[src/fsqd_pkg.sv]
package fsqd_pkg;
    localparam int          INSN_W      = 32;
    localparam int          ADDR_W      = 32;
    localparam int          FPR_W       = 64;
    localparam int          GPR_W       = 32;
    localparam int          REG_IDX_W   = 5;
    localparam logic [5:0]  OP_PRIMARY_X     = 6'h1F;
    localparam logic [5:0]  OP_QUAD_D        = 6'h3C;
    localparam logic [5:0]  OP_QUAD_DU       = 6'h3D;
    localparam logic [9:0]  XOP_INT_WORD     = 10'h3D7;
    localparam logic [9:0]  XOP_QUAD_X       = 10'h397;
    localparam logic [9:0]  XOP_QUAD_XU      = 10'h3B7;
    localparam logic [1:0]  DS_SUB_PLAIN     = 2'h0;
    localparam logic [1:0]  DS_SUB_UPDATE    = 2'h1;
    localparam int          DISP_W           = 14;
    localparam logic [ADDR_W-1:0] SECOND_DW_OFFSET = 32'h0000_0008;
    // Instruction field positions, little-endian bit 0 = LSB
    localparam int          OPC_LSB     = 26;
    localparam int          SRC_LSB     = 21;
    localparam int          BASE_LSB    = 16;
    localparam int          INDEX_LSB   = 11;
    localparam int          XOP_LSB     = 1;
    localparam int          DISP_LSB    = 2;
    localparam int          SUB_LSB     = 0;
    localparam logic [3:0]  BYTE_EN_WORD  = 4'h0;
    localparam logic [3:0]  BYTE_EN_DWORD = 4'h1;
    typedef enum logic [2:0] {
        FSQD_OP_NONE,
        FSQD_OP_INT_WORD,
        FSQD_OP_QUAD_D,
        FSQD_OP_QUAD_X,
        FSQD_OP_ILLEGAL
    } fsqd_op_t;
endpackage

[src/fsqd_store_unit.sv]
// Operation
// - Integer-word store writes low 32 FPR bits, unconverted, to the word at EA.
// - Integer-word store: primary 31, extended 983, source/base/index in bits 6-20.
// - Indexed EA is base plus index, or index alone when base field is zero.
// - Integer-word store from single-precision results may store an undefined value.
// - These stores never touch the FP status/control register or CR field 0.
// - Displacement quad: sign-extend 14-bit field to 30 bits, append two zeros.
// - Displacement quad EA is offset alone if base field zero, else base plus offset.
// - Quad writes register n at EA, register n+1 at EA+8; 31 wraps to 0.
// - Update variants write EA back to the base register when base field nonzero.
// - Displacement quad: primary 60 with sub 00, or 61 with sub 01.
// - Indexed quad: primary 31, extended 919 or 951; bit 31 is the record bit.
module fsqd_store_unit #(
    parameter bit INT_WORD_EN = 1'b1,
    parameter bit QUAD_EN     = 1'b1
) (
    input  wire logic        core_clk,
    input  wire logic        nrst,
    input  wire logic        clkEn,
    // Issue side
    input  wire logic        insnValid,
    input  wire logic [31:0] insn,
    output logic             insnReady,
    output logic             illegalInsn,
    output logic             insnClaimed,
    // Register read ports
    output logic [4:0]       gprRdAddrA,
    output logic [4:0]       gprRdAddrB,
    input  wire logic [31:0] gprRdDataA,
    input  wire logic [31:0] gprRdDataB,
    output logic [4:0]       fprRdAddr,
    input  wire logic [63:0] fprRdData,
    // Base register update
    output logic             gprWrEn,
    output logic [4:0]       gprWrAddr,
    output logic [31:0]      gprWrData,
    // Memory store port
    output logic             memValid,
    input  wire logic        memReady,
    output logic [31:0]      memAddr,
    output logic [63:0]      memData,
    output logic             memDword
);
    typedef enum logic [1:0] {FSQD_IDLE, FSQD_FIRST, FSQD_SECOND} fsqd_state_t;

    fsqd_pkg::fsqd_op_t decOp;
    logic               decUpdate;
    logic [4:0]         fieldSrc;
    logic [4:0]         fieldBase;
    logic [4:0]         fieldIndex;
    logic [13:0]        fieldDisp;
    logic [31:0]        dispOffset;
    logic [31:0]        baseTerm;
    logic [31:0]        ea;

    fsqd_state_t        state,      next_state;
    logic [31:0]        addrReg,    next_addrReg;
    logic [4:0]         srcReg,     next_srcReg;
    logic               quadReg,    next_quadReg;
    logic [63:0]        dataReg,    next_dataReg;
    logic               illegal,    next_illegal;
    logic               wrEn,       next_wrEn;
    logic [4:0]         wrAddr,     next_wrAddr;
    logic [31:0]        wrData,     next_wrData;

    fsqd_decode #(
        .INT_WORD_EN (INT_WORD_EN),
        .QUAD_EN     (QUAD_EN)
    ) u_decode (
        .insn       (insn),
        .opKind     (decOp),
        .updateBase (decUpdate),
        .recordBit  ()
    );

    assign fieldSrc   = insn[25:21];
    assign fieldBase  = insn[20:16];
    assign fieldIndex = insn[15:11];
    assign fieldDisp  = insn[15:2];
    // Record bit has no effect: CR0 and FPSCR are never written by this unit
    assign dispOffset = {{16{fieldDisp[13]}}, fieldDisp, 2'b00};
    assign baseTerm   = (fieldBase == 5'h00) ? 32'h0000_0000 : gprRdDataA;
    assign ea         = baseTerm + ((decOp == fsqd_pkg::FSQD_OP_QUAD_D) ? dispOffset : gprRdDataB);

    assign gprRdAddrA = fieldBase;
    assign gprRdAddrB = fieldIndex;
    // Read port follows the state so the second register is fetched one beat later
    assign fprRdAddr  = (state == FSQD_IDLE) ? fieldSrc : srcReg;

    assign insnReady   = (state == FSQD_IDLE) && clkEn;
    assign insnClaimed = insnReady && insnValid && (decOp != fsqd_pkg::FSQD_OP_NONE);
    assign memValid    = (state != FSQD_IDLE);
    assign memAddr     = addrReg;
    assign memData     = dataReg;
    assign memDword    = quadReg;
    assign illegalInsn = illegal;
    assign gprWrEn     = wrEn;
    assign gprWrAddr   = wrAddr;
    assign gprWrData   = wrData;

    always_comb begin
        next_state   = state;
        next_addrReg = addrReg;
        next_srcReg  = srcReg;
        next_quadReg = quadReg;
        next_dataReg = dataReg;
        next_illegal = 1'b0;
        next_wrEn    = 1'b0;
        next_wrAddr  = wrAddr;
        next_wrData  = wrData;
        unique case (state)
            FSQD_IDLE: begin
                if (insnValid) begin
                    unique case (decOp)
                        fsqd_pkg::FSQD_OP_INT_WORD: begin
                            next_state   = FSQD_SECOND;
                            next_addrReg = ea;
                            next_quadReg = 1'b0;
                            // Raw bits; single-precision sourced values are stored as-is
                            next_dataReg = {32'h0000_0000, fprRdData[31:0]};
                        end
                        fsqd_pkg::FSQD_OP_QUAD_D, fsqd_pkg::FSQD_OP_QUAD_X: begin
                            next_state   = FSQD_FIRST;
                            next_addrReg = ea;
                            next_quadReg = 1'b1;
                            next_dataReg = fprRdData;
                            next_srcReg  = fieldSrc + 5'h01;
                            if (decUpdate && fieldBase != 5'h00) begin
                                next_wrEn   = 1'b1;
                                next_wrAddr = fieldBase;
                                next_wrData = ea;
                            end
                        end
                        fsqd_pkg::FSQD_OP_ILLEGAL: next_illegal = 1'b1;
                        default: ;
                    endcase
                end
            end
            FSQD_FIRST: begin
                if (memReady) begin
                    next_state   = FSQD_SECOND;
                    next_addrReg = addrReg + fsqd_pkg::SECOND_DW_OFFSET;
                    next_dataReg = fprRdData;
                end
            end
            FSQD_SECOND: begin
                if (memReady) begin
                    next_state = FSQD_IDLE;
                end
            end
            default: next_state = FSQD_IDLE;
        endcase
    end

    always_ff @(posedge core_clk or negedge nrst) begin
        if (!nrst) begin
            state   <= FSQD_IDLE;
            addrReg <= 32'h0000_0000;
            srcReg  <= 5'h00;
            quadReg <= 1'b0;
            dataReg <= 64'h0000_0000_0000_0000;
            illegal <= 1'b0;
            wrEn    <= 1'b0;
            wrAddr  <= 5'h00;
            wrData  <= 32'h0000_0000;
        end else if (clkEn) begin
            state   <= next_state;
            addrReg <= next_addrReg;
            srcReg  <= next_srcReg;
            quadReg <= next_quadReg;
            dataReg <= next_dataReg;
            illegal <= next_illegal;
            wrEn    <= next_wrEn;
            wrAddr  <= next_wrAddr;
            wrData  <= next_wrData;
        end
    end

    a_quad_second_addr: assert property (@(posedge core_clk) disable iff (!nrst)
        (clkEn && state == FSQD_FIRST && memReady) |=> (memAddr == $past(memAddr) + 32'h0000_0008))
        else $error("second doubleword not at EA+8");
    a_wrap_src: assert property (@(posedge core_clk) disable iff (!nrst)
        (clkEn && insnReady && insnValid && decOp == fsqd_pkg::FSQD_OP_QUAD_D && fieldSrc == 5'h1F)
        |=> (fprRdAddr == 5'h00))
        else $error("register 31 did not wrap to 0");
    a_word_data: assert property (@(posedge core_clk) disable iff (!nrst)
        (clkEn && insnReady && insnValid && decOp == fsqd_pkg::FSQD_OP_INT_WORD)
        |=> (memValid && !memDword && memData[31:0] == $past(fprRdData[31:0])))
        else $error("integer word data wrong");
    a_update_base: assert property (@(posedge core_clk) disable iff (!nrst)
        gprWrEn |-> (gprWrAddr != 5'h00 && gprWrData == memAddr && memDword))
        else $error("base update wrong");
    a_update_issue: assert property (@(posedge core_clk) disable iff (!nrst)
        (clkEn && insnReady && insnValid && decUpdate && fieldBase != 5'h00
            && (decOp == fsqd_pkg::FSQD_OP_QUAD_D || decOp == fsqd_pkg::FSQD_OP_QUAD_X))
        |=> (gprWrEn && gprWrAddr == $past(fieldBase)))
        else $error("base update missing");
    a_disp_ea: assert property (@(posedge core_clk) disable iff (!nrst)
        (clkEn && insnReady && insnValid && decOp == fsqd_pkg::FSQD_OP_QUAD_D && fieldBase == 5'h00)
        |=> (memAddr == {{16{$past(insn[15])}}, $past(insn[15:2]), 2'b00}))
        else $error("displacement EA wrong");
    a_disp_base_ea: assert property (@(posedge core_clk) disable iff (!nrst)
        (clkEn && insnReady && insnValid && decOp == fsqd_pkg::FSQD_OP_QUAD_D && fieldBase != 5'h00)
        |=> (memAddr == $past(gprRdDataA) + {{16{$past(insn[15])}}, $past(insn[15:2]), 2'b00}))
        else $error("base plus displacement EA wrong");
    a_index_ea: assert property (@(posedge core_clk) disable iff (!nrst)
        (clkEn && insnReady && insnValid && decOp == fsqd_pkg::FSQD_OP_QUAD_X && fieldBase != 5'h00)
        |=> (memAddr == $past(gprRdDataA) + $past(gprRdDataB)))
        else $error("indexed EA wrong");
    a_illegal_nostore: assert property (@(posedge core_clk) disable iff (!nrst)
        illegalInsn |-> (!memValid && !gprWrEn))
        else $error("illegal encoding caused a store");
    a_word_decode: assert property (@(posedge core_clk) disable iff (!nrst)
        (decOp == fsqd_pkg::FSQD_OP_INT_WORD) |-> (insn[31:26] == 6'h1F && insn[10:1] == 10'h3D7))
        else $error("integer word misdecode");
    a_quad_decode: assert property (@(posedge core_clk) disable iff (!nrst)
        (decOp == fsqd_pkg::FSQD_OP_QUAD_D) |-> ((insn[31:26] == 6'h3C && insn[1:0] == 2'h0)
            || (insn[31:26] == 6'h3D && insn[1:0] == 2'h1)))
        else $error("displacement quad misdecode");
    // A stalled core must neither advance nor drop a pending beat
    a_freeze_hold: assert property (@(posedge core_clk) disable iff (!nrst)
        !clkEn |=> ($stable(memValid) && $stable(memAddr) && $stable(memData) && $stable(gprWrEn)))
        else $error("state moved while clock enable was low");
endmodule

[src/fsqd_decode.sv]
module fsqd_decode #(
    parameter bit INT_WORD_EN = 1'b1,
    parameter bit QUAD_EN     = 1'b1
) (
    input  wire logic [31:0]      insn,
    output fsqd_pkg::fsqd_op_t    opKind,
    output logic                  updateBase,
    output logic                  recordBit
);
    logic [5:0] primary;
    logic [9:0] xop;
    logic [1:0] sub;
    assign primary   = insn[31:26];
    assign xop       = insn[10:1];
    assign sub       = insn[1:0];
    assign recordBit = insn[0];

    always_comb begin
        opKind     = fsqd_pkg::FSQD_OP_NONE;
        updateBase = 1'b0;
        if (primary == fsqd_pkg::OP_PRIMARY_X) begin
            if (xop == fsqd_pkg::XOP_INT_WORD) begin
                opKind = INT_WORD_EN ? fsqd_pkg::FSQD_OP_INT_WORD : fsqd_pkg::FSQD_OP_ILLEGAL;
            end else if (xop == fsqd_pkg::XOP_QUAD_X || xop == fsqd_pkg::XOP_QUAD_XU) begin
                opKind     = QUAD_EN ? fsqd_pkg::FSQD_OP_QUAD_X : fsqd_pkg::FSQD_OP_ILLEGAL;
                updateBase = (xop == fsqd_pkg::XOP_QUAD_XU);
            end
        end else if ((primary == fsqd_pkg::OP_QUAD_D && sub == fsqd_pkg::DS_SUB_PLAIN)
                  || (primary == fsqd_pkg::OP_QUAD_DU && sub == fsqd_pkg::DS_SUB_UPDATE)) begin
            opKind     = QUAD_EN ? fsqd_pkg::FSQD_OP_QUAD_D : fsqd_pkg::FSQD_OP_ILLEGAL;
            updateBase = (primary == fsqd_pkg::OP_QUAD_DU);
        end
    end
endmodule

[config.mk]
export PLATFORM = sky130hd
export DESIGN_NAME = fsqd_store_unit
export DESIGN_NICKNAME = d
export VERILOG_FILES = /design/src/fsqd_pkg.sv /design/src/fsqd_store_unit.sv /design/src/fsqd_decode.sv
export SDC_FILE = /design/constraint.sdc
export NUM_CORES = 1
export LEC_CHECK = 0
export ABC_AREA = 0
export BUFFER_PORTS_ARGS = -buffer_cell sky130_fd_sc_hd__clkbuf_2
export CAP_MARGIN = 10
export CELL_PAD_IN_SITES_DETAIL_PLACEMENT = 1
export CELL_PAD_IN_SITES_GLOBAL_PLACEMENT = 1
export CORE_ASPECT_RATIO = 0.5
export CORE_UTILIZATION = 39
export DETAILED_ROUTE_END_ITERATION = 10
export PLACE_DENSITY_LB_ADDON = 0.3
export SLEW_MARGIN = 20
export SYNTH_ARGS = -nofsm -noshare
export SYNTH_HDL_FRONTEND = slang
export SYNTH_HIERARCHICAL = 1
export SYNTH_SLANG_ARGS = --single-unit
[constraint.sdc]
create_clock -name core_clk -period 3.2 [get_ports core_clk]
set_input_delay 0.64 -clock core_clk [delete_from_list [all_inputs] [get_ports core_clk]]
set_output_delay 0.64 -clock core_clk [all_outputs]
set_load 0.01 [all_outputs]
==> results of run 1 <==
-- worst max-delay path by stage --
stage | start | cells after the start | to
floorplan | insn[4] | 17 | gprWrData[22]$_DFFE_PN0P_
global placement | insn[4] | 17 | memAddr[20]$_DFFE_PN0P_
detailed placement | insn[4] | 16 | memAddr[30]$_DFFE_PN0P_
CTS | insn[31] | 17 | memAddr[18]$_DFFE_PN0P_
global route | insn[26] | 18 | memAddr[17]$_DFFE_PN0P_
finish | insn[26] | 18 | memAddr[17]$_DFFE_PN0P_
-- report_power, final --
| part | internal, W | switching (W) | leakage, nW | total, W |
|---|---|---|---|---|
| combinational | 0.00144 | 0.00200 | 5.27 | 0.00344 |
| clock | 0.00106 | 0.000862 | 0.255 | 0.00193 |
| sequential | 0.00222 | 0.000433 | 1.92 | 0.00265 |
-- per-stage QoR --
step                total power, W  setup TNS (ns)  std cells
CTS                        0.00743          -14.20       1921
floorplan                  0.00386          -25.78       1128
finish                     0.00802          -33.77       1940
global placement           0.00514          -46.26       1858
detailed placement         0.00525          -58.64       1858
global route               0.00827          -35.32       1940
-- routing by layer --
metal	wire length, um	global-route usage, %	up-vias
met4	4170	19.8	2
met5	18	0	-
met2	24800	62.1	993
met3	5450	6.89	394
met1	19600	44.7	5901
li1	-	-	4909
-- sequential cells by signal (all words and copies together), names as in the netlist --
signal	count
memDword	1
illegalInsn	1
srcReg	5
memAddr	32
gprWrData	32
memData	64
state	2
gprWrAddr	5
gprWrEn	1
-- final cells by class --
| class | instances | area share [%] |
|---|---|---|
| clock buffer | 21 | 3.27 |
| clock inverter | 9 | 0.417 |
| multi-input combinational | 893 | 44.2 |
| tap | 307 | 2.61 |
| timing repair buffer | 553 | 24.8 |
| sequential | 143 | 24.3 |
| inverter | 14 | 0.357 |
-- worst max-delay path, cell delays in order --
cell,delay (ns)
clkbuf_2,0.13
nand4_1,0.12
buf_4,0.18
a2111oi_4,0.44
buf_4,0.19
buf_4,0.14
or3b_4,0.22
buf_8,0.15
nand2_1,0.13
ha_4,0.35
buf_4,0.18
nand2_1,0.10
o21ai_0,0.36
buf_4,0.22
nor2_1,0.06
nor3_1,0.49
a31oi_1,0.15
o221ai_2,0.22
-- what timing repair did --
| action | 4_1_cts | 5_1_grt |
|---|---|---|
| endpoints found under the setup margin | 54 | 84 |
| hold buffers | 0 | 0 |
| setup buffers | 34 | 24 |
| pin swaps | 66 | 68 |
| resized for setup | 172 | 102 |
| gates cloned | 2 | 0 |
-- cells in the final DEF (no fill, tap or decap), types with 32 or more instances in the layout --
cell type and count:
clkbuf_2 313, nand2_1 289, buf_4 193, dfrtp_1 143, nor2_1 57, nand3_1 50
a21oi_1 40, buf_6 35, nor2b_1 32
==> flow_metrics.py, run 1 <==
metrics = {
    "cts": {
        "path_clk_slew_ns": 0.07,
        "cts_tree": "done",
        "cts_sinks": 143,
        "clock_latency_ns": 0.43,
        "cts_buffer_depth": 2,
        "cts_buffers": 17,
        "htree_levels": 4,
        "clock-root-buffer": "clkbuf_16",
    },
    "worst_setup_path": {
        "crit_path_max_fanout": 6,
        "crit_path_end_kind": "flop",
        "critPathLaunchType": "input pin",
        "required_ns": 3.55,
        "crit_type": "in -> reg",
        "reg2reg_depth": 7,
        "reg2reg_setup_slack_ns": 0.36,
        "r2r_end": "memAddr[29]$_DFFE_PN0P_",
        "r2r-start": "memAddr[16]$_DFFE_PN0P_",
        "critical_path_arrival_ns": 4.47,
    },
    "synth": {
        "synth_fp_nets": 1327,
        "synthCells": 1128,
        "synth_area_mm2": 0.00915,
        "syn_area_per_cell_um2": 8.11,
        "ys_warn_count": 6,
    },
    "final_layout": {
        "area_growth_syn_to_layout_pct": 60.6,
        "layout.nets": 1821,
        "multi_input_area_mm2": 0.00650,
        "drive_gt1_share_pct": 49.1,
        "fill_cells": 2703,
        "sequential_cell_area_mm2": 0.00358,
        "design_area_mm2": 0.0147,
        "n_antenna_cell": 0,
        "fin_util_pct": 64.1,
    },
    "routing": {
        "wirelength_mm": 54.0,
        "wl_per_cell_um": 27.8,
        "viasPerCell": 6.29,
        "vias": 12199,
        "drc": 0,
        "dr.pass1.iters": 5,
        "ant_nets": 0,
        "drt_iter0_drc": 1736,
    },
    "sta": {
        "worst_slew_pin_slew_ns": 0.752,
        "skew_ns": 0.0132,
        "hold_ws_ns": 0.236,
        "slew_viol_final": 0,
        "setup_viol": 56,
        "timing.fmax_mhz": 243,
        "grt_setup_unrepaired": "yes",
        "timing.final.ws_setup_ns": -0.919,
        "hold_viol": 0,
        "finalCritPeriodShare_pct": 129,
        "relSlewSlack_pct": 49.9,
        "fin_crit_ns": 4.12,
    },
    "outcome": {
        "outcome": "complete, but fails checks",
        "violations": "setup timing",
    },
    "global_routing": {
        "grt.overflow.total": 0,
        "grt.total_usage_pct": 36.6,
        "grt_start_max_net_pins": 73,
        "grt_pass1_vias": 11826,
        "grt_pass1_wl_mm": 67.2,
        "antenna_found_initial": 1,
    },
    "place": {
        "dpl.hpwl_mm": 28.8,
        "place_area_mm2": 0.0124,
        "gp_congestion": 0.941,
        "port_buffers": 318,
        "pre_cts_ws_ns": -1.31,
    },
    "power": {
        "peakVddDrop_uv": 336,
        "power.density_mw_per_mm2": 545,
        "p_leak_nw": 7.45,
    },
    "floorplan": {
        "core_area_mm2": 0.0229,
        "die_w_um": 219,
        "num_io_pins": 319,
        "dieArea_mm2": 0.0241,
        "start_util_pct": 39.9,
        "rows": 39,
        "die_h_um": 110,
    },
    "worst_hold_path": {
        "hold_path_class": "in -> async",
    },
    "flow_run": {
        "cap_violations": 0,
    },
}
Note: power is estimated with default switching activity, not from simulation.
==> inputs of run 2 (changes only) <==
- CORE_ASPECT_RATIO: 0.5 -> not set
- clock period: 3.2 -> 5.11 ns (I/O delays scaled with it)
==> run 2 against run 1 <==
The run now ends clean. Routed wire length fell by 39%. Die area fell by 0.16%. Via count fell by 23%. Hold slack improved by 0.23 ns. Non-clock buffer count fell by 210. Sequential share of layout area rose by 6.6 points. Clock skew rose by 0.0023 ns. Utilization fell by 13 points. First-iteration DRC count fell by 62%. Clock power fell by 36%. Largest cell class unchanged. Largest power group is now sequential cells. Highest routed layer is now met4.
==> flow_metrics.py, run 2 (synthesis gave the netlist of run 1 again) <==
metrics = {
    "floorplan": {
        "die_w_um": 155,
        "die_h_um": 155,
        "rows": 55,
        "start_util_pct": 40.1,
        "num_io_pins": 319,
        "core_area_mm2": 0.0228,
        "dieArea_mm2": 0.0241,
    },
    "sta": {
        "finalCritPeriodShare_pct": 91.0,
        "timing.fmax_mhz": 215,
        "setup-tns-final_ns": 0,
        "relSlewSlack_pct": 34.6,
        "setup_viol": 0,
        "grt_setup_unrepaired": "no",
        "hold_viol": 0,
        "skew_ns": 0.0155,
        "worst_slew_pin_slew_ns": 0.981,
        "slew_viol_final": 0,
        "fin_crit_ns": 4.65,
    },
    "flow_run": {
        "cap_violations": 0,
    },
    "place": {
        "port_buffers": 318,
        "dpl.hpwl_mm": 25.2,
        "gp_congestion": 0.911,
        "place_area_mm2": 0.0110,
    },
    "cts": {
        "cts_sinks": 143,
        "cts_buffers": 17,
        "postCtsSetupRepairBufs": 0,
        "clock_latency_ns": 0.43,
        "cts_buffer_depth": 2,
        "path_clk_slew_ns": 0.07,
        "clock-root-buffer": "clkbuf_16",
        "ctsHoldBuffers": 0,
        "htree_levels": 4,
        "cts_tree": "done",
        "ctsResizeCount": 0,
    },
    "routing": {
        "drc": 0,
        "wirelength_mm": 32.8,
        "met3WireLength_mm": 1.87,
        "drt_iter0_drc": 662,
        "wl_per_cell_um": 18.9,
        "wl_met1_mm": 14.8,
        "viasPerCell": 5.44,
        "highest_layer": "met4",
        "vias": 9443,
        "wl_met2_mm": 15.3,
        "ant_nets": 0,
        "dr.pass1.iters": 5,
    },
    "worst_hold_path": {
        "hold_path_class": "reg -> reg",
        "hold_start": "memData[35]$_DFFE_PN0P_",
    },
    "global_routing": {
        "grt_pass1_vias": 9380,
        "antenna_found_initial": 0,
        "grt.overflow.total": 0,
        "grt.total_usage_pct": 27.2,
        "grt_start_max_net_pins": 104,
        "grt_pass1_wl_mm": 51.3,
    },
    "power": {
        "peakVddDrop_uv": 298,
        "p_leak_nw": 6.08,
        "power.density_mw_per_mm2": 373,
        "power_w": 0.00432,
    },
    "final_layout": {
        "largest_reg_flops": 64,
        "final_common_cell": "clkbuf_2",
        "n_antenna_cell": 0,
        "design_area_mm2": 0.0116,
        "mostFrequentLayoutCells": "317 x clkbuf_2, 304 x nand2_1, 143 x dfrtp_1",
        "area_growth_syn_to_layout_pct": 26.4,
        "layout.nets": 1610,
        "drive_gt1_share_pct": 30.2,
    },
    "worst_setup_path": {
        "crit_path_max_fanout": 23,
        "critPathLaunchType": "input pin",
        "required_ns": 5.42,
        "crit_type": "in -> reg",
        "critical_path_arrival_ns": 4.96,
        "r2r-start": "state[0]$_DFFE_PN0P_",
        "critPathLaunch": "insn[7]",
        "crit_path_end_kind": "flop",
    },
    "outcome": {
        "outcome": "finished, final reports clean",
    },
}
## run 2: cell types whose count changed in the layout (fill, tap and decap cells not counted), moves of 23 or more
| cell | previous run | this run |
|---|---|---|
| a21oi_1 | 40 | 71 |
| buf_4 | 193 | 24 |
| ha_1 | 6 | 33 |
| o21ai_0 | 26 | 56 |
| a21oi_2 | 26 | 3 |
| buf_6 | 35 | 1 |
## run 2: layer usage
layer  vias up  global-route usage [%]
met2       340                    44.1
met4         0                    8.82
met3        49                    4.99
met5         -                       0
met1      4561                    36.6
li1       4493                       -
## run 2: path summary, 6_finish.rpt
check                                                  to  slack [ns]  cells past startpoint
worst max register to register  gprWrData[31]$_DFFE_PN0P_        2.47                      8
min in group asynchronous         memData[49]$_DFFE_PN0P_        0.72                      1
worst min-delay path              memData[35]$_DFFE_PN0P_        0.47                      2
max in group asynchronous         memData[34]$_DFFE_PN0P_        3.22                      2
worst max-delay path              memAddr[28]$_DFFE_PN0P_        0.46                     16
worst min register to register    memData[35]$_DFFE_PN0P_        0.47                      2
## run 2: power by group
part	leakage (nW)	internal (W)	switching, W
combinational	3.88	0.000566	0.000881
clock	0.280	0.000687	0.000549
sequential	1.92	0.00139	0.000244
## run 2: metrics by stage
stage / util [%] / hold slack [ns] / instances / setup WS (ns)
after floorplan: - / 0.442 / 1128 / 0.398
after global placement: 48.1 / 0.448 / 1705 / 0.248
after detailed placement: 48.1 / 0.456 / 1705 / 0.0770
after CTS: 50.6 / 0.471 / 1737 / 0.516
after global routing: 50.6 / 0.493 / 1737 / 0.251
final: 50.6 / 0.469 / 1737 / 0.459
## run 2: layout make-up
| type | count | area, um^2 |
|---|---|---|
| Timing Repair Buffer | 343 | 1800 |
| Clock inverter | 15 | 148 |
| Inverter | 14 | 52.6 |
| Clock buffer | 17 | 425 |
| Fill cell | 2926 | 11300 |
| Sequential cell | 143 | 3580 |
| Tap cell | 313 | 392 |
| Multi-Input combinational cell | 892 | 5180 |
## run 2: critical path, cell delays in order
cell and delay (ns):
clkbuf_2 0.12, and4bb_2 0.22, nand4bb_1 0.11, nand2_1 0.17, nand2b_4 0.14, or2_1 0.29, buf_4 0.34, mux2_2 0.38
ha_1 0.35, a21oi_1 0.26, o21ai_0 0.24, a21o_1 0.26, a311oi_4 0.46, o21bai_2 0.18, o41ai_2 0.32, nor3_2 0.07
==> inputs of run 3 (changes only) <==
==> constraint.sdc (replaced) <==
create_clock -name core_clk -period 5.11 [get_ports core_clk]
set_input_delay 0.7665 -clock core_clk [delete_from_list [all_inputs] [get_ports core_clk]]
set_output_delay 0.7665 -clock core_clk [all_outputs]
set_load 0.01 [all_outputs]
==> run 3 against run 2 <==
Hold slack got worse by 0.0046 ns. Maximum frequency rose by 5.4%. Largest power group unchanged. Power rose by 4.5%. Largest cell class unchanged. Final area rose by 0.27%. Sequential power barely moved. Register-to-register slack got worse by 0.32 ns. Sequential share of layout area fell by 0.083 points. Critical path type unchanged. Via count rose by 0.85%. Critical endpoint is now memAddr[30]$_DFFE_PN0P_.
==> flow_metrics.py, run 3 (synthesis gave the netlist of run 1 again) <==
metrics = {
    "worst_setup_path": {
        "path_cells": "clkbuf_2 -> nand4b_1 -> nand4bb_1 -> nand2_1 -> nand2b_4 -> or2_1 -> and2_1 -> ha_1 -> fa_1 -> a21oi_2 -> o211ai_1 -> a2111oi_2 -> o211ai_1 -> a211oi_1 -> xor2_1 -> o211ai_1",
        "crit_buf_inv": 1,
        "path_delay_family": "compound AO/OA/AOI/OAI gates",
        "crit_top_cell": "o211ai_1",
        "crit_path_end_kind": "flop",
        "r2r-start": "state[0]$_DFFE_PN0P_",
        "critPathLaunchType": "input pin",
        "endpoint": "memAddr[30]$_DFFE_PN0P_",
        "crit_path_max_fanout": 9,
        "slowest_stage": "a2111oi_2",
        "critical_path_arrival_ns": 4.68,
        "slowest_delay_ns": 0.56,
        "reg2reg_setup_slack_ns": 2.15,
        "crit_type": "in -> reg",
        "reg2reg_depth": 6,
        "critPathLaunch": "insn[4]",
        "crit_cells": 16,
        "required_ns": 5.37,
        "r2r_end": "gprWrData[27]$_DFFE_PN0P_",
    },
    "sta": {
        "hold_viol": 0,
        "finalCritPeriodShare_pct": 86.4,
        "setup_viol": 0,
        "relSlewSlack_pct": 35.7,
        "fin_crit_ns": 4.41,
        "grt_setup_unrepaired": "no",
        "worst_slew_pin_slew_ns": 0.965,
        "timing.final.ws_setup_ns": 0.697,
        "skew_ns": 0.0121,
        "setup-tns-final_ns": 0,
        "timing.fmax_mhz": 227,
        "slew_viol_final": 0,
    },
    "worst_hold_path": {
        "hold_start": "memData[56]$_DFFE_PN0P_",
        "hold_depth": 2,
        "hold_path_class": "reg -> reg",
    },
    "power": {
        "peakVddDrop_uv": 236,
        "power_w": 0.00451,
        "p_leak_nw": 6.07,
        "power.density_mw_per_mm2": 389,
    },
    "routing": {
        "vias": 9523,
        "drt_iter0_drc": 496,
        "wirelength_mm": 32.6,
        "drc": 0,
        "wl_per_cell_um": 18.9,
        "viasPerCell": 5.52,
        "dr.pass1.iters": 5,
        "ant_nets": 0,
    },
    "final_layout": {
        "mostFrequentLayoutCells": "317 x clkbuf_2, 304 x nand2_1, 143 x dfrtp_1",
        "fin_cells": 1725,
        "fin_util_pct": 50.8,
        "multi_input_area_mm2": 0.00518,
        "n_antenna_cell": 0,
        "largest_reg_flops": 64,
        "final_common_cell": "clkbuf_2",
        "drive_gt1_share_pct": 29.6,
        "area_growth_syn_to_layout_pct": 26.8,
        "layout.nets": 1599,
        "sequential_cell_area_mm2": 0.00358,
        "fill_cells": 2868,
    },
    "cts": {
        "cts_tree": "done",
        "clock_latency_ns": 0.42,
        "htree_levels": 4,
        "clock-root-buffer": "clkbuf_16",
        "cts_sinks": 143,
        "ctsResizeCount": 0,
        "path_clk_slew_ns": 0.06,
        "ctsHoldBuffers": 0,
        "cts_buffers": 17,
        "postCtsSetupRepairBufs": 0,
        "cts_buffer_depth": 2,
    },
    "place": {
        "dpl.hpwl_mm": 25.0,
        "pre_cts_ws_ns": 0.270,
        "port_buffers": 318,
        "gp_congestion": 0.893,
        "dpl.cell_count": 1694,
    },
    "floorplan": {
        "die_h_um": 155,
        "num_io_pins": 319,
        "rows": 55,
        "dieArea_mm2": 0.0241,
        "die_w_um": 155,
        "core_area_mm2": 0.0228,
        "start_util_pct": 40.1,
    },
    "global_routing": {
        "grt_pass1_vias": 9503,
        "grt.overflow.total": 0,
        "antenna_found_initial": 0,
        "grt_start_max_net_pins": 106,
        "grt.total_usage_pct": 27.0,
        "grt_pass1_wl_mm": 51.0,
    },
    "outcome": {
        "outcome": "finished, final reports clean",
    },
    "flow_run": {
        "cap_violations": 0,
    },
}
==> run 3: where the power goes <==
group	total [W]	switching [W]	internal, W	leakage (nW)
logic	0.00145	0.000890	0.000558	3.83
clock network	0.00143	0.000498	0.000930	0.323
registers	0.00164	0.000245	0.00139	1.92
total	0.00451	0.00163	0.00288	6.07
==> run 3: layout make-up <==
cell class | instances | share of cell area (%)
multi-input combinational | 892 | 44.6
sequential | 143 | 30.8
timing repair buffer | 332 | 14.9
tap | 313 | 3.38
clock buffer | 18 | 3.79
inverter | 14 | 0.453
clock inverter | 13 | 2.03
==> run 3: worst register-to-register path, stage by stage, from the launching register on <==
cell       delay, ns
dfrtp_1         0.48
nand4bb_1       0.30
nor2_1          0.64
nand2_1         0.19
or2_2           0.57
or4_1           0.61
nand3_1         0.10
==> run 3: per-layer routing <==
metal	track usage, %	wire [um]	vias up
li1	-	-	4472
met1	36.4	14600	4643
met4	9.94	956	0
met3	4.79	2050	56
met2	43.2	15000	352
met5	0	0	-
==> run 3: worst min-delay path by stage <==
stage                                    to  slack, ns
global route        memData[56]$_DFFE_PN0P_       0.48
finish              memData[56]$_DFFE_PN0P_       0.46
floorplan             srcReg[1]$_DFFE_PN0P_       0.44
global placement    memData[36]$_DFFE_PN0P_       0.45
CTS                 memData[56]$_DFFE_PN0P_       0.47
detailed placement  memData[56]$_DFFE_PN0P_       0.45
==> run 3: per-stage QoR <==
step	hold WS, ns	instance area (um^2)
2_1_floorplan	0.442	9150
3_3_place_gp	0.448	10900
3_5_place_dp	0.454	10900
4_1_cts	0.469	11600
5_1_grt	0.483	11600
6_report	0.464	11600
